===== src/shared/fsm_pkg.sv =====
// constants and types for the fault severity monitor
package fsm_pkg;
  localparam int unsigned CLK_HZ = 20_000_000;
  localparam int unsigned STALL_US = 100;
  localparam int unsigned STARTUP_US = 100;
  localparam int unsigned STANDBY_MS = 15;
  localparam int unsigned SHUTDOWN_MS = 20;
  // stall is "more than" the time: count floors to whole cycles, flag on the next
  localparam int unsigned STALL_CYC = STALL_US * (CLK_HZ / 1_000_000);
  localparam int unsigned STARTUP_CYC = STARTUP_US * (CLK_HZ / 1_000_000);
  localparam int unsigned STANDBY_CYC = STANDBY_MS * (CLK_HZ / 1_000);
  localparam int unsigned SHUTDOWN_CYC = SHUTDOWN_MS * (CLK_HZ / 1_000);
  localparam int CNT_W = 20;
  localparam int TMR_W = 12;
  // severity codes on the level output
  localparam logic [2:0] SEV_NONE = 3'h0;
  localparam logic [2:0] SEV_AUX = 3'h1;
  localparam logic [2:0] SEV_REG = 3'h2;
  localparam logic [2:0] SEV_OVV = 3'h3;
  localparam logic [2:0] SEV_HOT = 3'h4;
  localparam logic [2:0] SEV_OVC = 3'h5;
  localparam logic [2:0] SEV_RST = SEV_NONE;
  typedef enum logic [1:0] {ST_STARTUP, ST_RUN, ST_STANDBY, ST_SHUTDOWN} fsm_state_t;
endpackage


===== src/design/fsm_sync3.sv =====
// three-stage input synchroniser with agreement filter
`timescale 1ns/1ps
module fsm_sync3 (
  input wire logic mclk_i,
  input wire logic rstn_i,
  input wire logic d_i,
  output logic q_o
);
  logic s1_reg;
  logic s2_reg;
  logic s3_reg;
  always_ff @(posedge mclk_i or negedge rstn_i) begin
    if (!rstn_i) begin
      s1_reg <= 1'b0;
      s2_reg <= 1'b0;
      s3_reg <= 1'b0;
      q_o <= 1'b0;
    end else begin
      s1_reg <= d_i;
      s2_reg <= s1_reg;
      s3_reg <= s2_reg;
      // a change counts once the last two stages agree
      if (s2_reg == s3_reg) begin
        q_o <= s3_reg;
      end
    end
  end
endmodule


===== src/design/fsm_monitor.sv =====
// fault and warning monitor with severity-coded level output
`timescale 1ns/1ps
// Notes on behaviour
// - die above 125C warns, converter keeps running
// - die above 150C disables switch output
// - resume switching once cooled to 125C
// - open-drain fault flag pulls low on any condition
// - level output normally top, steps down on fault
// - severity codes 1..5 map to five levels
// - aux undervoltage severity 1, main severity 2
// - shaping node out of range is severity 2
// - switch node stuck over 100us is severity 2
// - switch overvoltage severity 3, hot die 4
// - sense or switch overcurrent is severity 5
// - highest active severity is shown outside start-up
// - start-up at power-on and after 15ms standby
// - start-up shows overcurrent then out-of-regulation
// - clamp holding dimming low 20ms shuts down
// - standby drops level output to ground
module fsm_monitor
  import fsm_pkg::*;
(
  input wire logic mclk_i,
  input wire logic rstn_i,
  input wire logic aux_supply_low_i,
  input wire logic main_supply_low_i,
  input wire logic shaping_node_bad_i,
  input wire logic switch_node_i,
  input wire logic switch_node_ovv_i,
  input wire logic die_above_125_i,
  input wire logic die_above_150_i,
  input wire logic sense_voltage_high_i,
  input wire logic switch_current_high_i,
  input wire logic dim_i,
  input wire logic overvoltage_clamp_i,
  output logic fault_flag_o,
  output logic fault_flag_oe_o,
  output logic [2:0] severity_o,
  output logic level_off_o,
  output logic switch_enable_o,
  output logic startup_o
);
  localparam int NIN = 11;
  logic [NIN-1:0] raw_in;
  logic [NIN-1:0] syn;
  assign raw_in = {overvoltage_clamp_i, dim_i, switch_current_high_i, sense_voltage_high_i,
                   die_above_150_i, die_above_125_i, switch_node_ovv_i, switch_node_i,
                   shaping_node_bad_i, main_supply_low_i, aux_supply_low_i};
  for (genvar g = 0; g < NIN; g++) begin : g_sync
    fsm_sync3 u_sync (
      .mclk_i(mclk_i),
      .rstn_i(rstn_i),
      .d_i(raw_in[g]),
      .q_o(syn[g])
    );
  end
  logic aux_low, main_low, shp_bad, sw_node, sw_ovv, hot125, hot150, sns_hi, ilx_hi;
  logic dim, clamp;
  assign aux_low = syn[0];
  assign main_low = syn[1];
  assign shp_bad = syn[2];
  assign sw_node = syn[3];
  assign sw_ovv = syn[4];
  assign hot125 = syn[5];
  assign hot150 = syn[6];
  assign sns_hi = syn[7];
  assign ilx_hi = syn[8];
  assign dim = syn[9];
  assign clamp = syn[10];

  function automatic logic [CNT_W-1:0] inc_sat(input logic [CNT_W-1:0] v);
    inc_sat = (v == {CNT_W{1'b1}}) ? v : v + 1'b1;
  endfunction

  fsm_state_t state_reg;
  logic [CNT_W-1:0] low_cnt_reg;
  logic [TMR_W-1:0] stall_cnt_reg;
  logic [TMR_W-1:0] start_cnt_reg;
  logic sw_node_last_reg;
  logic stalled_reg;
  logic thermal_off_reg;
  logic [CNT_W-1:0] low_cnt_next;
  assign low_cnt_next = dim ? '0 : inc_sat(low_cnt_reg);

  always_ff @(posedge mclk_i or negedge rstn_i) begin
    if (!rstn_i) begin
      low_cnt_reg <= '0;
    end else begin
      low_cnt_reg <= low_cnt_next;
    end
  end

  always_ff @(posedge mclk_i or negedge rstn_i) begin
    if (!rstn_i) begin
      state_reg <= ST_STARTUP;
      start_cnt_reg <= '0;
    end else begin
      case (state_reg)
        ST_STARTUP: begin
          start_cnt_reg <= start_cnt_reg + 1'b1;
          if (start_cnt_reg == TMR_W'(STARTUP_CYC - 1)) begin
            state_reg <= ST_RUN;
          end
        end
        ST_RUN: begin
          start_cnt_reg <= '0;
          if (clamp && !dim && low_cnt_reg >= CNT_W'(SHUTDOWN_CYC)) begin
            state_reg <= ST_SHUTDOWN;
          end else if (low_cnt_reg >= CNT_W'(STANDBY_CYC)) begin
            state_reg <= ST_STANDBY;
          end
        end
        ST_STANDBY: begin
          if (clamp && !dim && low_cnt_reg >= CNT_W'(SHUTDOWN_CYC)) begin
            state_reg <= ST_SHUTDOWN;
          end else if (dim) begin
            state_reg <= ST_STARTUP;
          end
        end
        ST_SHUTDOWN: begin
          // only a reset leaves shutdown
          state_reg <= ST_SHUTDOWN;
        end
        default: begin
          state_reg <= ST_STARTUP;
        end
      endcase
    end
  end

  always_ff @(posedge mclk_i or negedge rstn_i) begin
    if (!rstn_i) begin
      sw_node_last_reg <= 1'b0;
      stall_cnt_reg <= '0;
      stalled_reg <= 1'b0;
    end else begin
      sw_node_last_reg <= sw_node;
      // gated dimming holds the node on purpose, so no stall then
      if (sw_node != sw_node_last_reg || state_reg != ST_RUN || !dim) begin
        stall_cnt_reg <= '0;
        stalled_reg <= 1'b0;
      end else if (stall_cnt_reg >= TMR_W'(STALL_CYC)) begin
        stalled_reg <= 1'b1;
      end else begin
        stall_cnt_reg <= stall_cnt_reg + 1'b1;
      end
    end
  end

  always_ff @(posedge mclk_i or negedge rstn_i) begin
    if (!rstn_i) begin
      thermal_off_reg <= 1'b0;
    end else if (hot150) begin
      thermal_off_reg <= 1'b1;
    end else if (!hot125) begin
      thermal_off_reg <= 1'b0;
    end
  end

  logic [2:0] sev_now;
  logic in_startup;
  assign in_startup = (state_reg == ST_STARTUP);
  always_comb begin
    // no condition keeps the top level
    sev_now = SEV_NONE;
    if (aux_low) sev_now = SEV_AUX;
    if (main_low || shp_bad || stalled_reg) sev_now = SEV_REG;
    if (sw_ovv) sev_now = SEV_OVV;
    if (hot125 || thermal_off_reg) sev_now = SEV_HOT;
    if (sns_hi || ilx_hi) sev_now = SEV_OVC;
    // inductor charging shows overcurrent, then regulation loss
    if (in_startup) begin
      sev_now = (start_cnt_reg < TMR_W'(STARTUP_CYC / 2)) ? SEV_OVC : SEV_REG;
    end
  end

  always_ff @(posedge mclk_i or negedge rstn_i) begin
    if (!rstn_i) begin
      severity_o <= SEV_RST;
      fault_flag_oe_o <= 1'b0;
      fault_flag_o <= 1'b0;
      level_off_o <= 1'b0;
      switch_enable_o <= 1'b0;
      startup_o <= 1'b0;
    end else begin
      severity_o <= sev_now;
      // open drain flag, severity one included
      fault_flag_oe_o <= (sev_now != SEV_NONE);
      fault_flag_o <= 1'b0;
      level_off_o <= (state_reg == ST_STANDBY) || (state_reg == ST_SHUTDOWN);
      switch_enable_o <= (state_reg == ST_RUN || in_startup) && dim && !thermal_off_reg;
      startup_o <= in_startup;
    end
  end

  // shadow count of the start-up window, kept apart from the sequencer
  localparam logic [TMR_W-1:0] START_LAST = TMR_W'(STARTUP_CYC - 1);
  localparam logic [TMR_W-1:0] START_HALF = TMR_W'(STARTUP_CYC / 2);
  logic [TMR_W-1:0] start_len_reg;
  always_ff @(posedge mclk_i or negedge rstn_i) begin
    if (!rstn_i) begin
      start_len_reg <= '0;
    end else if (in_startup) begin
      start_len_reg <= start_len_reg + 1'b1;
    end else begin
      start_len_reg <= '0;
    end
  end
endmodule


===== config.mk =====
export PLATFORM = sky130hd
export DESIGN_NAME = fsm_monitor
export DESIGN_NICKNAME = d
export VERILOG_FILES = /design/src/shared/fsm_pkg.sv /design/src/design/fsm_sync3.sv /design/src/design/fsm_monitor.sv
export SDC_FILE = /design/constraint.sdc
export NUM_CORES = 1
export LEC_CHECK = 0
export BUFFER_PORTS_ARGS = -buffer_cell sky130_fd_sc_hd__buf_2
export CAP_MARGIN = 10
export CORE_MARGIN = 3
export CORE_UTILIZATION = 53
export DETAILED_ROUTE_END_ITERATION = 6
export GPL_ROUTABILITY_DRIVEN = 0
export PLACE_DENSITY = 0.75
export SYNTH_ARGS = -nofsm -noshare
export SYNTH_HDL_FRONTEND = slang
export SYNTH_HIERARCHICAL = 1
export SYNTH_SLANG_ARGS = --single-unit

===== constraint.sdc =====
create_clock -name mclk_i -period 2.9 [get_ports mclk_i]
set_clock_uncertainty 0.15 [all_clocks]
set_input_delay 0.58 -clock mclk_i [delete_from_list [all_inputs] [get_ports mclk_i]]
set_output_delay 0.58 -clock mclk_i [all_outputs]
set_load 0.005 [all_outputs]

* Word level (Yosys, flattened, before mapping)
Index checks and enable logic that the tools add are counted.
Widths: inputs -> output; s select.
** Word-level totals
- Bits in registers :: 100
- Latch bits :: 0
- RAM bits :: 0
- Memory bits (read-only) :: 0
- Input bits :: 13
- Output and inout bits :: 8
- Word-level logic and storage cells :: 128
- Memories :: 0
** Cells by class
- $add $sub $neg :: 3
- $mul :: 0
- Divide/modulo/power cells :: 0
- Magnitude comparators :: 4
- Equality and inequality tests :: 24
- Shifts and indexed selects :: 0
- Mux-type cells :: 22
- Bitwise operators :: 0
- Reductions and logical operators :: 19
** Operator list (number)
- $ge 20x19->1 const B :: 2
- $mux 20 :: 2
- $add 12x1->12 const B :: 2
- $mux 12 :: 2
- $pmux 12 s2 :: 1
- $add 20x1->20 const B :: 1
- $eq 20x20->1 const B :: 1
- $mux 2 :: 7
- $eq 12x11->1 const B :: 1
- $ge 12x11->1 const B :: 1
- $lt 12x10->1 const B :: 1
- $mux 3 :: 4
- $eq 1x1->1 :: 11
- $logic_or 1x1->1 :: 8
- $ne 2x1->1 const B :: 4
- $pmux 2 s4 :: 1
- $mux 1 :: 5
- $eq 2x2->1 const B :: 2
- $logic_and 1x1->1 :: 4
- $reduce_bool 2->1 :: 2
- $ne 3x2->1 const B :: 1
- $ne 3x3->1 const B :: 1
- $reduce_and 3->1 :: 1
- $reduce_bool 3->1 :: 1
- 5 further kinds :: 6

* Longest topological paths before layout
- Word-level depth :: 8
- Depth in mapped cells :: 7

* Cells and area by module
The synthesis kept the hierarchy.
** By module, submodules not included
- fsm_monitor :: times used 1, cells an instance 289, area an instance 2816.5 um2, seq. area each 1401.3 um2
- fsm_sync3 :: times used 11, cells an instance 5, area an instance 111.4 um2, seq. area each 100.1 um2

* Worst setup path after synthesis
No wires, ideal clock.
- Kind :: register -> register
- Start point :: reg low_cnt_reg[1]
- End point :: reg low_cnt_reg[1]
- Setup time :: 132 ps
- Arrival :: 1571 ps
- Required time :: 2618 ps
- Slack :: 1047 ps
- Cell stages (with the launch flop) :: 8
- Buffers on the path :: 1
- Period minus slack after synthesis :: 1853 ps
- Cell sequence :: dfrtp_1 -> ha_1 -> nand4_1 -> or2_1 -> buf_6 -> nor3_4 -> mux2i_1 -> nor2_1
** Between the ends
- Longest elaborated chain between the ends :: 3
** RTL lines
- start: declaration :: line fsm_monitor.sv:76 : logic [CNT_W-1:0] low_cnt_reg;
- start signal: assignment :: line fsm_monitor.sv:89 : low_cnt_reg <= low_cnt_next;
- $add 20x1->20 :: line fsm_monitor.sv:72 : inc_sat = (v == {CNT_W{1'b1}}) ? v : v + 1'b1;
- $mux 20 :: line fsm_monitor.sv:72
- $mux 20 :: line fsm_monitor.sv:83 : assign low_cnt_next = dim ? '0 : inc_sat(low_cnt_reg);
Several ways; a longest one is shown, not always the timed one. The select of a mux whose other input is x is not followed.
A chain may end at the register's enable or synchronous reset.

* Worst setup path after layout
Ends and elaborated chain as after synthesis.

==> out/qor.txt <==
Status -> finished clean
Largest net degree at the start of global routing -> 49
CP required -> 3.00 ns
Crit-path max FO -> 9
Internal reg-to-reg setup slack -> 0.84 ns
Drt wl/cell -> 13.7 um
Synth Cell Area -> 4040 um2
Slew Viols, Final -> 0
Sequential share of the synthesized area -> 0.619
Asr flop ratio synth -> 1.00
Most frequent cells after synthesis -> 100 x dfrtp_1, 48 x nor2_1, 20 x xor2_1, 14 x nand2_1, 13 x nand4_1
RSZ-0062 raised after global routing -> false
I/O Buffers -> 19
Top-count cell post-synth -> dfrtp_1
Congestion Overflow GR -> 0
Max reg flops -> 20
Via density -> 5.31
Via count -> 2,502
Row Count -> 31
Post-synth EDFFs -> 0
Worst slack, placed -> 0.871 ns
Initial antenna violation count -> 0
First-pass GRT wire length -> 11.6 mm
Number of global-route vias before repair -> 2,481
Largest family of logic cells by synthesized area -> simple AND/OR/NAND/NOR gates
Post-Synth Adder-Cell Area -> 0.0461
Critical path class -> flop to flop
Power density over the cells -> 535 nW/um2
Least-Margin Pin Slew -> 0.573 ns
TNS Setup -> 0 ns
Hold Crit Class -> primary input to asynchronous set/reset pin
Multi-input gate area -> 1440 um2
Total of max-cap violations -> 0
Yosys reg bits -> 100
Worst R2R End -> low_cnt_reg[1]
Clock root buffer -> clkbuf_8
Post-Synthesis Cells -> 344
IO Count -> 21
Resize count post-CTS -> 0
Top cells by area, synth -> dfrtp_1 62%, nor2_1 4.5%, xor2_1 4.3%
Largest area contributor in the netlist -> dfrtp_1
Die H -> 93.3 um
Clock Tree Buf Depth -> 2
Highest clock rate -> 486 MHz
Layout cells sized above 1 -> 0.145
Worst VDD drop -> 323 uV
Critical Path End Type -> flop
Worst setup SP type -> flop
Hpwl dp -> 4.47 mm
Routed WL -> 6.45 mm
Period utilization -> 0.710
Number of unique standard cell types used by synthesis -> 50
Number of diodes -> 0
Prevailing post-synth register cell -> dfrtp_1
Avg Cell Area, Syn -> 11.7 um2
All-Layer GR Usage -> 0.172
Leakage -> 1.95 nW
Post-synthesis simple-gate area fraction -> 0.171
# DRC -> 0
Area share of the leading cell type in the synthesized netlist -> 0.619
Worst Setup EP -> low_cnt_reg[1]
Drt initial violations -> 88
Final #Nets -> 385
Register-to-Register Path Depth -> 6
Critical Path Source -> low_cnt_reg[1]
CP arrival -> 2.16 ns
Mux contribution to synthesized area -> 0.00991
Post-route ant nets -> 0
CTS buffer count -> 9
Synth Area in Compound Gates -> 0.0669
Tmin final -> 2.06 ns
H-tree depth -> 3
CORE AREA -> 7330 um2
RR Startpoint -> low_cnt_reg[1]
Layout area overhead -> 9.29%
Initial DRT Pass Iterations -> 5
Syn_nets -> 362
Die area -> 8710 um2
Skew-Pair Late Insertion Delay -> 0.36 ns
Setup bufs post-CTS -> 0
Post-CTS Hold Fix Bufs -> 0
Max-slew headroom -> 0.608
Setup ws final -> 0.842 ns
Die Span X -> 93.3 um
Synth Area in XOR/XNOR -> 0.0607
Clock slew at reported path FFs -> 0.09 ns
FILL cells -> 581
Synth Warn # -> 6
Initial Utilization -> 0.551
Sequential Area -> 2500 um2
CTS tree -> yes
Hold Vio Cnt, Final -> 0
Clock sinks -> 100
Final setup fails -> 0
==> cells by family after synthesis <==
family,Yosys count
AOI/OAI and AO/OA,39
xor gates and xnor gates,28
adders and majority gates,16
buffers and inverters,23
DFF,100
muxes,4
other,1
and+or+nand+nor,133
==> worst max-delay path, cell delays in order (launching register included) <==
cell and delay, ns:
dfrtp_1 0.42, ha_1 0.24, nand4_1 0.12, or2_1 0.36, nor3_4 0.38, mux2i_1 0.22, nor2_1 0.05
==> layer usage <==
layer,up-vias,track usage,routed length [um]
met5,-,0,0
met4,0,0.0586,85
met3,8,0.0491,198
met2,29,0.261,3060
met1,1233,0.239,3100
li1,1232,-,-
==> how the worst min path moves through the flow <==
stage	to	slack (ns)	cells past startpoint
4_1_cts	low_cnt_reg[12]	0.07	1
5_1_grt	g_sync[2].u_sync/s3_reg	0.08	1
6_report	g_sync[2].u_sync/s3_reg	0.07	1
3_3_place_gp	g_sync[8].u_sync/s2_reg	0.18	0
3_5_place_dp	g_sync[0].u_sync/s2_reg	0.19	0
2_1_floorplan	fault_flag_oe_o	0.13	0
==> cell usage in the layout, fill, tap and decap left out, types with 2 or more instances in the layout <==
cell	instances
xor2_1	20
nor3b_1	2
nand4b_1	2
nor2_1	48
or3_1	2
nand2_1	14
a21oi_1	6
buf_2	18
nand3_1	10
ha_1	5
buf_4	6
inv_1	11
xnor2_1	8
o211ai_1	5
nor3_1	11
o21ai_0	8
clkinvlp_4	4
and4_1	3
nor4b_1	2
o31ai_1	2
nor2b_1	3
maj3_2	11
nor4_1	3
o21a_1	3
and3_1	12
clkbuf_8	9
and2_1	2
mux2i_1	4
dfrtp_1	100
a21boi_0	2
a31oi_1	2
nand4_1	13
==> layout make-up <==
cell class,instances,share of cell area
Tap cell,99,0.0280
Inverter,11,0.00935
Clock inverter,6,0.0113
Sequential cell,100,0.567
Timing Repair Buffer,24,0.0306
Multi-Input combinational cell,221,0.325
Clock buffer,10,0.0289
==> power by group <==
| part | leakage (nW) | internal, W | switching (W) |
|---|---|---|---|
| Sequential | 1.25 | 0.00144 | 0.0000336 |
| Combinational | 0.620 | 0.0000399 | 0.0000571 |
| Clock | 0.0766 | 0.000319 | 0.000471 |
| Total | 1.95 | 0.00180 | 0.000561 |
==> per-stage QoR <==
step           utilization  total power [W]  hold WS [ns]  std cells  instance area [um2]
2_1_floorplan            -          0.00155         0.134        344                 4040
3_3_place_gp         0.578          0.00160         0.182        455                 4240
3_5_place_dp         0.578          0.00161         0.186        455                 4240
4_1_cts              0.602          0.00241        0.0727        471                 4420
5_1_grt              0.602          0.00249        0.0790        471                 4420
6_report             0.602          0.00236        0.0656        471                 4420
(Power assumes the default switching activity.)
